<file path="config.mk">
export PLATFORM = sky130hd
export DESIGN_NAME = gpp_port
export DESIGN_NICKNAME = d
export VERILOG_FILES = /design/src/common/gpp_pkg.sv /design/src/hdl/gpp_port.sv /design/src/hdl/gpp_sync.sv
export SDC_FILE = /design/constraint.sdc
export NUM_CORES = 1
export LEC_CHECK = 0
export BUFFER_PORTS_ARGS = -buffer_cell sky130_fd_sc_hd__buf_2
export CORE_MARGIN = 2
export CORE_UTILIZATION = 57
export DETAILED_ROUTE_END_ITERATION = 12
export HOLD_SLACK_MARGIN = 0.03
export PLACE_DENSITY = 0.95
export SLEW_MARGIN = 10
export SYNTH_ARGS = -nofsm -noshare
export SYNTH_HDL_FRONTEND = slang
export SYNTH_SLANG_ARGS = --single-unit
</file>
<file path="constraint.sdc">
create_clock -name mclk -period 4.2 [get_ports mclk]
set_input_delay 0.84 -clock mclk [delete_from_list [all_inputs] [get_ports mclk]]
set_output_delay 0.84 -clock mclk [all_outputs]
set_load 0.01 [all_outputs]
</file>
<file path="src/common/gpp_pkg.sv">
/*
  gpp_pkg: constants for the two-port general purpose I/O block.
  Assumes an 8-bit data memory bus from the core; register addresses
  are fixed data memory locations inside the special purpose area.
*/
package gpp_pkg;

  // widths
  localparam int FIRST_PORT_W  = 8;
  localparam int SECOND_PORT_W = 5;
  localparam int DATA_W        = 8;
  localparam int ADDR_W        = 8;

  // data memory addresses
  localparam logic [ADDR_W-1:0] ADDR_FIRST_PORT             = 8'h14;
  localparam logic [ADDR_W-1:0] ADDR_FIRST_PORT_DIRECTION   = 8'h15;
  localparam logic [ADDR_W-1:0] ADDR_FIRST_PORT_PULLUP      = 8'h16;
  localparam logic [ADDR_W-1:0] ADDR_FIRST_PORT_WAKE_ENABLE = 8'h17;
  localparam logic [ADDR_W-1:0] ADDR_SECOND_PORT            = 8'h18;
  localparam logic [ADDR_W-1:0] ADDR_SECOND_PORT_DIRECTION  = 8'h19;
  localparam logic [ADDR_W-1:0] ADDR_SECOND_PORT_PULLUP     = 8'h1a;

  // values after reset
  localparam logic [DATA_W-1:0] RST_PORT_DATA   = 8'hff;
  localparam logic [DATA_W-1:0] RST_PORT_DIR    = 8'hff;
  localparam logic [DATA_W-1:0] RST_PORT_PULLUP = 8'h00;
  localparam logic [DATA_W-1:0] RST_PORT_WAKE   = 8'h00;
  localparam logic [DATA_W-1:0] RD_UNMAPPED     = 8'h00;

  // synchroniser depth
  localparam int SYNC_STAGES = 2;

endpackage

</file>
<file path="src/hdl/gpp_port.sv">
/*
  gpp_port: two general purpose I/O ports (first port 8 bits with
  falling-edge wake-up, second port 5 bits) behind data memory.
  Assumes the core issues one-cycle read/write strobes on its data
  memory bus, that pin-mux logic elsewhere reports which pins are GPIO
  and which are NMOS open-drain outputs, and that the pad ring resolves
  drive, output enable and pull-up into the real pin level.
*/
`timescale 1ns/1ps
`default_nettype none

module gpp_port
  import gpp_pkg::*;
#(
  parameter int A_W = gpp_pkg::FIRST_PORT_W,
  parameter int B_W = gpp_pkg::SECOND_PORT_W
) (
  // clock and reset
  input  wire logic                       mclk,
  input  wire logic                       rst_n,
  // data memory bus from the core
  input  wire logic [gpp_pkg::ADDR_W-1:0] memAddr,
  input  wire logic                       memWrEn,
  input  wire logic [gpp_pkg::DATA_W-1:0] memWrData,
  input  wire logic                       memRdEn,
  output logic      [gpp_pkg::DATA_W-1:0] memRdData,
  // core power state and pin-mux status
  input  wire logic                       coreSleep,
  input  wire logic [A_W-1:0]             firstPortGpioSel,
  input  wire logic [A_W-1:0]             firstPortNmosOd,
  input  wire logic [B_W-1:0]             secondPortNmosOd,
  // first port pins
  input  wire logic [A_W-1:0]             firstPortIn,
  output logic      [A_W-1:0]             firstPortOut,
  output logic      [A_W-1:0]             firstPortOe,
  output logic      [A_W-1:0]             firstPortPullupEn,
  // second port pins
  input  wire logic [B_W-1:0]             secondPortIn,
  output logic      [B_W-1:0]             secondPortOut,
  output logic      [B_W-1:0]             secondPortOe,
  output logic      [B_W-1:0]             secondPortPullupEn,
  // wake-up request to the power controller
  output logic                            wakeReq
);
  import gpp_pkg::*;

  typedef struct packed {
    logic [A_W-1:0]    aData;
    logic [A_W-1:0]    aDir;
    logic [A_W-1:0]    aPull;
    logic [A_W-1:0]    aWake;
    logic [B_W-1:0]    bData;
    logic [B_W-1:0]    bDir;
    logic [B_W-1:0]    bPull;
    logic [A_W-1:0]    aPrev;
    logic              wake;
    logic [DATA_W-1:0] rdData;
  } gpp_state_t;

  gpp_state_t state_r;
  gpp_state_t state_nxt;

  logic [A_W-1:0] aSync;
  logic [A_W-1:0] aFall;
  logic [A_W-1:0] aWakeArmed;

  // read value of one port: live pin for inputs, latch for outputs
  function automatic logic [DATA_W-1:0] port_view(
    input logic [DATA_W-1:0] latchVal,
    input logic [DATA_W-1:0] dirVal,
    input logic [DATA_W-1:0] pinVal
  );
    port_view = (dirVal & pinVal) | (~dirVal & latchVal);
  endfunction

  // zero-extend a narrower register to a byte for reads
  function automatic logic [DATA_W-1:0] zext_a(input logic [A_W-1:0] v);
    zext_a = DATA_W'(v);
  endfunction

  function automatic logic [DATA_W-1:0] zext_b(input logic [B_W-1:0] v);
    zext_b = DATA_W'(v);
  endfunction

  // first port levels cross into the clock domain before edge detection
  gpp_sync #(
    .WIDTH (A_W)
  ) u_sync_a (
    .mclk    (mclk),
    .rst_n   (rst_n),
    .asyncIn (firstPortIn),
    .syncOut (aSync)
  );

  // a pin may wake the core only as a GPIO input during sleep
  assign aWakeArmed = state_r.aWake & firstPortGpioSel & state_r.aDir
                    & {A_W{coreSleep}};
  assign aFall      = state_r.aPrev & ~aSync;

  always_comb begin
    state_nxt       = state_r;
    state_nxt.aPrev = aSync;
    state_nxt.wake  = |(aFall & aWakeArmed);

    if (memWrEn) begin
      unique case (memAddr)
        ADDR_FIRST_PORT: begin
          state_nxt.aData = memWrData[A_W-1:0];
        end
        ADDR_FIRST_PORT_DIRECTION: begin
          state_nxt.aDir = memWrData[A_W-1:0];
        end
        ADDR_FIRST_PORT_PULLUP: begin
          state_nxt.aPull = memWrData[A_W-1:0];
        end
        ADDR_FIRST_PORT_WAKE_ENABLE: begin
          state_nxt.aWake = memWrData[A_W-1:0];
        end
        ADDR_SECOND_PORT: begin
          state_nxt.bData = memWrData[B_W-1:0];
        end
        ADDR_SECOND_PORT_DIRECTION: begin
          state_nxt.bDir = memWrData[B_W-1:0];
        end
        ADDR_SECOND_PORT_PULLUP: begin
          state_nxt.bPull = memWrData[B_W-1:0];
        end
        default: begin
        end
      endcase
    end

    if (memRdEn) begin
      unique case (memAddr)
        ADDR_FIRST_PORT: begin
          state_nxt.rdData = port_view(zext_a(state_r.aData), zext_a(state_r.aDir),
                                       zext_a(firstPortIn));
        end
        ADDR_FIRST_PORT_DIRECTION: begin
          state_nxt.rdData = zext_a(state_r.aDir);
        end
        ADDR_FIRST_PORT_PULLUP: begin
          state_nxt.rdData = zext_a(state_r.aPull);
        end
        ADDR_FIRST_PORT_WAKE_ENABLE: begin
          state_nxt.rdData = zext_a(state_r.aWake);
        end
        ADDR_SECOND_PORT: begin
          state_nxt.rdData = port_view(zext_b(state_r.bData), zext_b(state_r.bDir),
                                       zext_b(secondPortIn));
        end
        ADDR_SECOND_PORT_DIRECTION: begin
          state_nxt.rdData = zext_b(state_r.bDir);
        end
        ADDR_SECOND_PORT_PULLUP: begin
          state_nxt.rdData = zext_b(state_r.bPull);
        end
        default: begin
          state_nxt.rdData = RD_UNMAPPED;
        end
      endcase
    end
  end

  always_ff @(posedge mclk) begin
    if (!rst_n) begin
      state_r.aData  <= RST_PORT_DATA[A_W-1:0];
      state_r.aDir   <= RST_PORT_DIR[A_W-1:0];
      state_r.aPull  <= RST_PORT_PULLUP[A_W-1:0];
      state_r.aWake  <= RST_PORT_WAKE[A_W-1:0];
      state_r.bData  <= RST_PORT_DATA[B_W-1:0];
      state_r.bDir   <= RST_PORT_DIR[B_W-1:0];
      state_r.bPull  <= RST_PORT_PULLUP[B_W-1:0];
      state_r.aPrev  <= '0;
      state_r.wake   <= 1'b0;
      state_r.rdData <= RD_UNMAPPED;
    end else begin
      state_r <= state_nxt;
    end
  end

  // per-pin drive: push-pull outputs drive both levels, open-drain only low
  genvar gi;
  generate
    for (gi = 0; gi < A_W; gi++) begin : g_pin_a
      always_comb begin
        firstPortOut[gi] = state_r.aData[gi];
        firstPortOe[gi]  = firstPortNmosOd[gi] ? ~state_r.aData[gi]
                                              : ~state_r.aDir[gi];
        firstPortPullupEn[gi] = state_r.aPull[gi]
                              & (state_r.aDir[gi] | firstPortNmosOd[gi]);
      end
    end
    for (gi = 0; gi < B_W; gi++) begin : g_pin_b
      always_comb begin
        secondPortOut[gi] = state_r.bData[gi];
        secondPortOe[gi]  = secondPortNmosOd[gi] ? ~state_r.bData[gi]
                                                : ~state_r.bDir[gi];
        secondPortPullupEn[gi] = state_r.bPull[gi]
                               & (state_r.bDir[gi] | secondPortNmosOd[gi]);
      end
    end
  endgenerate

  assign memRdData = state_r.rdData;
  assign wakeReq   = state_r.wake;

endmodule

`default_nettype wire

</file>
<file path="src/hdl/gpp_sync.sv">
/*
  gpp_sync: multi-bit two flip-flop level synchroniser for pin inputs.
  Assumes each bit is an independent level; no word coherence is given.
*/
`timescale 1ns/1ps
`default_nettype none

module gpp_sync #(
  parameter int WIDTH = 8
) (
  // clock and reset
  input  wire logic             mclk,
  input  wire logic             rst_n,
  // levels
  input  wire logic [WIDTH-1:0] asyncIn,
  output logic      [WIDTH-1:0] syncOut
);
  import gpp_pkg::*;

  typedef struct packed {
    logic [WIDTH-1:0] meta;
    logic [WIDTH-1:0] stable;
  } gpp_sync_t;

  gpp_sync_t state_r;
  gpp_sync_t state_nxt;

  always_comb begin
    state_nxt        = state_r;
    state_nxt.meta   = asyncIn;
    // first stage feeds only the second stage
    state_nxt.stable = state_r.meta;
  end

  always_ff @(posedge mclk) begin
    if (!rst_n) begin
      state_r <= '0;
    end else begin
      state_r <= state_nxt;
    end
  end

  assign syncOut = state_r.stable;

endmodule

`default_nettype wire

</file>
Word level (Yosys, flattened, before mapping)
Cells that the tools add are included.

word-level totals
  flip-flop bits (word level) = 80
  input bits = 55
  output and inout bits = 48
  word-level logic and storage cells = 107

operators by class
  equality and inequality tests = 7
  multiplexer cells = 14
  bitwise gates (word level) = 66
  reduce and logical (&&, ||, !) cells = 8

operator list
  operator                                                          number
  8-bit bitwise AND                                                 7
  8-bit by 5-bit == test with 1-bit output (second input constant)  7
  8-bit one-hot mux with 7 select lines                             1
  1-bit NOT                                                         26
  8-bit NOT                                                         2
  2-bit AND reduction                                               7
  1-bit bitwise AND                                                 13
  1-bit two-way mux                                                 13
  1-bit bitwise OR                                                  13
  8-bit by 5-bit bitwise AND with 8-bit output                      1
  5-bit NOT with 8-bit output                                       1
  5-bit by 8-bit bitwise OR with 8-bit output                       1
  8-bit bitwise OR                                                  1
  8-bit OR reduction                                                1
  5-bit bitwise AND                                                 1

Longest topological paths before layout
  depth after elaboration = 5
  mapped depth = 6

Modules after synthesis
From an unflattened synthesis, not the netlist that was laid out.

second synthesis, totals
  cell total of the unflattened synthesis = 387
  area, all modules = 3801.1 um^2

modules (own cells, without submodules)
  module    times used  cells each  area an instance (um^2)
  gpp_port  1           354         3354.5
  gpp_sync  1           33          446.7

Worst setup path before layout
Ideal clock, no wire load.

  path type = input port to flip-flop
  start point = input memAddr[1] (netlist bit)
  end point = register state_r (netlist bit memRdData[4])
  setup time = 122 ps
  arrival = 1851 ps
  required time = 4078 ps
  setup slack = 2227 ps
  stages on the path = 4
  cells stage by stage = mux2_2 -> and3_1 -> a221o_1 -> a221o_1

on the way
  word-level cells in the longest chain between the ends = 2

ends and longest elaborated chain
  item                                      line             text
  start, declared                           gpp_port.sv:22   input wire logic [gpp_pkg::ADDR_W-1:0] memAddr,
  8-bit by 5-bit == test with 1-bit output  gpp_port.sv:134  unique case (memAddr)
  8-bit one-hot mux with 7 select lines *   gpp_port.sv:134
  end signal, assigned                      gpp_port.sv:178  state_r <= state_nxt;
  end, declared                             gpp_port.sv:60   gpp_state_t state_r;

Mark *: on every way between the ends. The rest lies on a longest branch, timed or not.
A chain may end at the register's enable or synchronous reset.

Final worst setup path
  start point = input memAddr[1] (netlist bit)
  end point = register state_r[40] (netlist bit)

on the way
  word-level cells in the longest chain between the ends = 2

ends and longest elaborated chain
  item                                      line             text
  8-bit by 5-bit == test with 1-bit output  gpp_port.sv:106  unique case (memAddr)
  2-bit AND reduction (no line)             --

Every way passes these cells.

==> metrics.txt <==
crit path launch memAddr[1]; synth-to-layout area growth 15.5%; Fin. Hold Viols 0; Fmax achieved 0.436 GHz; ranking of synthesized cells by area dfxtp_1 (42%), mux2i_1 (16%), nand2_1 (5.2%); Worst EP arrival 2510 ps; IO Pins 103; antenna violations before repair 0; share of layout cells above drive strength 1 0.303; Syn Nets 450; Seq pwr share 0.493; row count 29; min Tclk post-route 2290 ps; unrepaired setup endpoints after global routing no; Finished Core Util 0.688; synth warn 0; CP Class in2reg; setup violators final 0; H-Tree Depth 3; post-synth top area share 0.418; Startpoint Class primary input; Overall Power 1.56 mW; Initial Util 0.596; vias in the first global route 3086; Sw Ratio 0.218; Yosys cell types 37; FILL cells 484; detailed placer's ending HPWL 6680 um; Port Buffers 102; register area share after synthesis 0.418; Placed Cells incl. Taps 534; fin cells 549; Slew Viols, Final 0; diode count 0; Worst R2R Path Depth 4; Die W 86.0 um; largest net degree at the start of global routing 81; 1st-pass router iterations 4; RR Endpoint memRdData[4]$_SDFFE_PN0P_; cts hold-fix bufs 0; Clock power frac 0.437; Seq cells post-synth 80; routed vias 3218; Int Pwr 1.22 mW; Setup crit end state_r[40]$_SDFFE_PN0P_; max-cap viol count 0; Num CTS Buffers 9; Mapped Cells 395; nets 523; Clock Latency Late Sink 360 ps; first-pass GRT wire length 14900 um; TritonCTS clock tree done; register area 0.00160 mm^2; die area 0.00739 mm^2; CTS clk-pin slew, worst paths 80 ps; area leader, netlist dfxtp_1; status complete, no violations; Detail Route Antenna Nets 0; flop-to-flop setup slack 2670 ps; clock tree sinks 80; drt drc 0; Clock Tree Root clkbuf_8; Post-CTS Setup Repair Bufs 0; Multi-input gate area 0.00196 mm^2; final hold slack 430 ps; Comb power frac 0.070; crit path capture type flop; drt initial violations 248; Avg Vias per Cell 5.86; final WL 9510 um; post-route cell area 0.00442 mm^2; PD cells 354 mW/mm^2; GRT Util Overall 0.260; total core area 0.00642 mm^2; worst path required time 4420 ps; Remaining Overflow, GRT 0; Slew headroom 0.468; placement-stage cell area 0.00419 mm^2; setup ws final 1910 ps; hold crit path type reg2reg; Peak supply drop 0.344 mV; post-CTS resize count 0; setup_tns 0 ps; Pleak 2.20 nW; cell area after synthesis 0.00383 mm^2; Die Y 86.0 um; Final period util 0.546; worst-margin pin slew 797 ps; Setup Skew 10.2 ps; Worst R2R Start state_r[52]$_SDFFE_PN1P_; Clock Path Buffers 2; crit-path max FO 31; pre-CTS worst setup slack 1620 ps; detailed-route wire length per cell 17.3 um; Syn Area/Cell 9.69 um^2; gpl congestion 0.878; sw power 340 uW
==> worst min path at each step <==
stage	cells after the start	startpoint	end	slack, ps
global placement	1	u_sync_a.state_nxt[6]$_SDFF_PN0_	u_sync_a.syncOut[6]$_SDFF_PN0_	410
finish	1	u_sync_a.state_nxt[6]$_SDFF_PN0_	u_sync_a.syncOut[6]$_SDFF_PN0_	430
global route	1	u_sync_a.state_nxt[2]$_SDFF_PN0_	u_sync_a.syncOut[2]$_SDFF_PN0_	460
floorplan	1	u_sync_a.state_nxt[0]$_SDFF_PN0_	u_sync_a.syncOut[0]$_SDFF_PN0_	410
detailed placement	1	u_sync_a.state_nxt[6]$_SDFF_PN0_	u_sync_a.syncOut[6]$_SDFF_PN0_	420
CTS	1	u_sync_a.state_nxt[6]$_SDFF_PN0_	u_sync_a.syncOut[6]$_SDFF_PN0_	440
==> power groups by stage <==
stage | Clock, mW | Combinational (mW) | Sequential [mW]
floorplan | 0 | 0.0626 | 0.788
global placement | 0 | 0.102 | 0.789
detailed placement | 0 | 0.106 | 0.789
CTS | 0.684 | 0.108 | 0.771
global route | 0.711 | 0.118 | 0.772
finish | 0.683 | 0.109 | 0.771
==> synth_stat cells, drive strengths merged <==
| library cell | instances |
|---|---|
| nor4bb | 1 |
| o21a | 13 |
| and3 | 3 |
| nand2 | 53 |
| clkbuf | 11 |
| a21oi | 8 |
| nand3 | 15 |
| mux2 | 8 |
| nor3b | 10 |
| mux2i | 60 |
| o21ai | 20 |
| nor4 | 2 |
| buf | 31 |
| a221o | 8 |
| nand2b | 1 |
| a22oi | 4 |
| o21bai | 1 |
| or3b | 3 |
| nand4b | 3 |
| nor2b | 11 |
| dfxtp | 80 |
| nor3 | 1 |
| a31o | 5 |
| nor4b | 1 |
| and3b | 2 |
| nor2 | 6 |
| nand4 | 3 |
| o2bb2ai | 3 |
| and2 | 28 |
==> critical path: stages <==
cell and delay, ps:
buf_2 460, and3b_1 330, nand4b_2 460, nand3_1 260
o21ai_0 140
==> cell usage in the layout (no fill, tap or decap), types with 4 or more instances in the layout <==
cell type	count
clkbuf_8	10
o21a_1	13
a21oi_1	8
mux2i_1	60
mux2_2	8
nor2b_1	11
o21ai_0	20
nor3b_1	8
nand3_1	14
nor2_1	6
a31o_2	5
nand2_1	53
and2_1	28
a22oi_1	4
buf_2	102
a221o_1	8
dfxtp_1	80
==> sequential cells by signal, indices dropped and copies added (netlist names) <==
signal              cells
u_sync_a.state_nxt      8
secondPortOut           5
state_r                42
u_sync_a.syncOut        8
firstPortOut            8
wakeReq                 1
memRdData               8
==> per-layer routing <==
| layer | track usage | up-vias | routed length [um] |
|---|---|---|---|
| li1 | - | 1515 | - |
| met1 | 0.324 | 1525 | 4030 |
| met4 | 0.144 | 0 | 274 |
| met5 | 0 | - | 0 |
| met3 | 0.0481 | 25 | 616 |
| met2 | 0.422 | 153 | 4600 |
==> layout make-up <==
class / instances / area share
sequential: 80 / 0.362
timing repair buffer: 104 / 0.119
clock inverter: 3 / 0.0204
clock buffer: 12 / 0.0328
tap: 77 / 0.0218
multi-input combinational: 273 / 0.444
==> cells by family after synthesis <==
logic type | Yosys count | share of synthesized area
simple gates | 143 | 0.221
flops | 80 | 0.418
buf+inv | 42 | 0.0690
mux | 68 | 0.180
compound gates | 62 | 0.111
No activity file was read; power rests on OpenSTA's default activity.
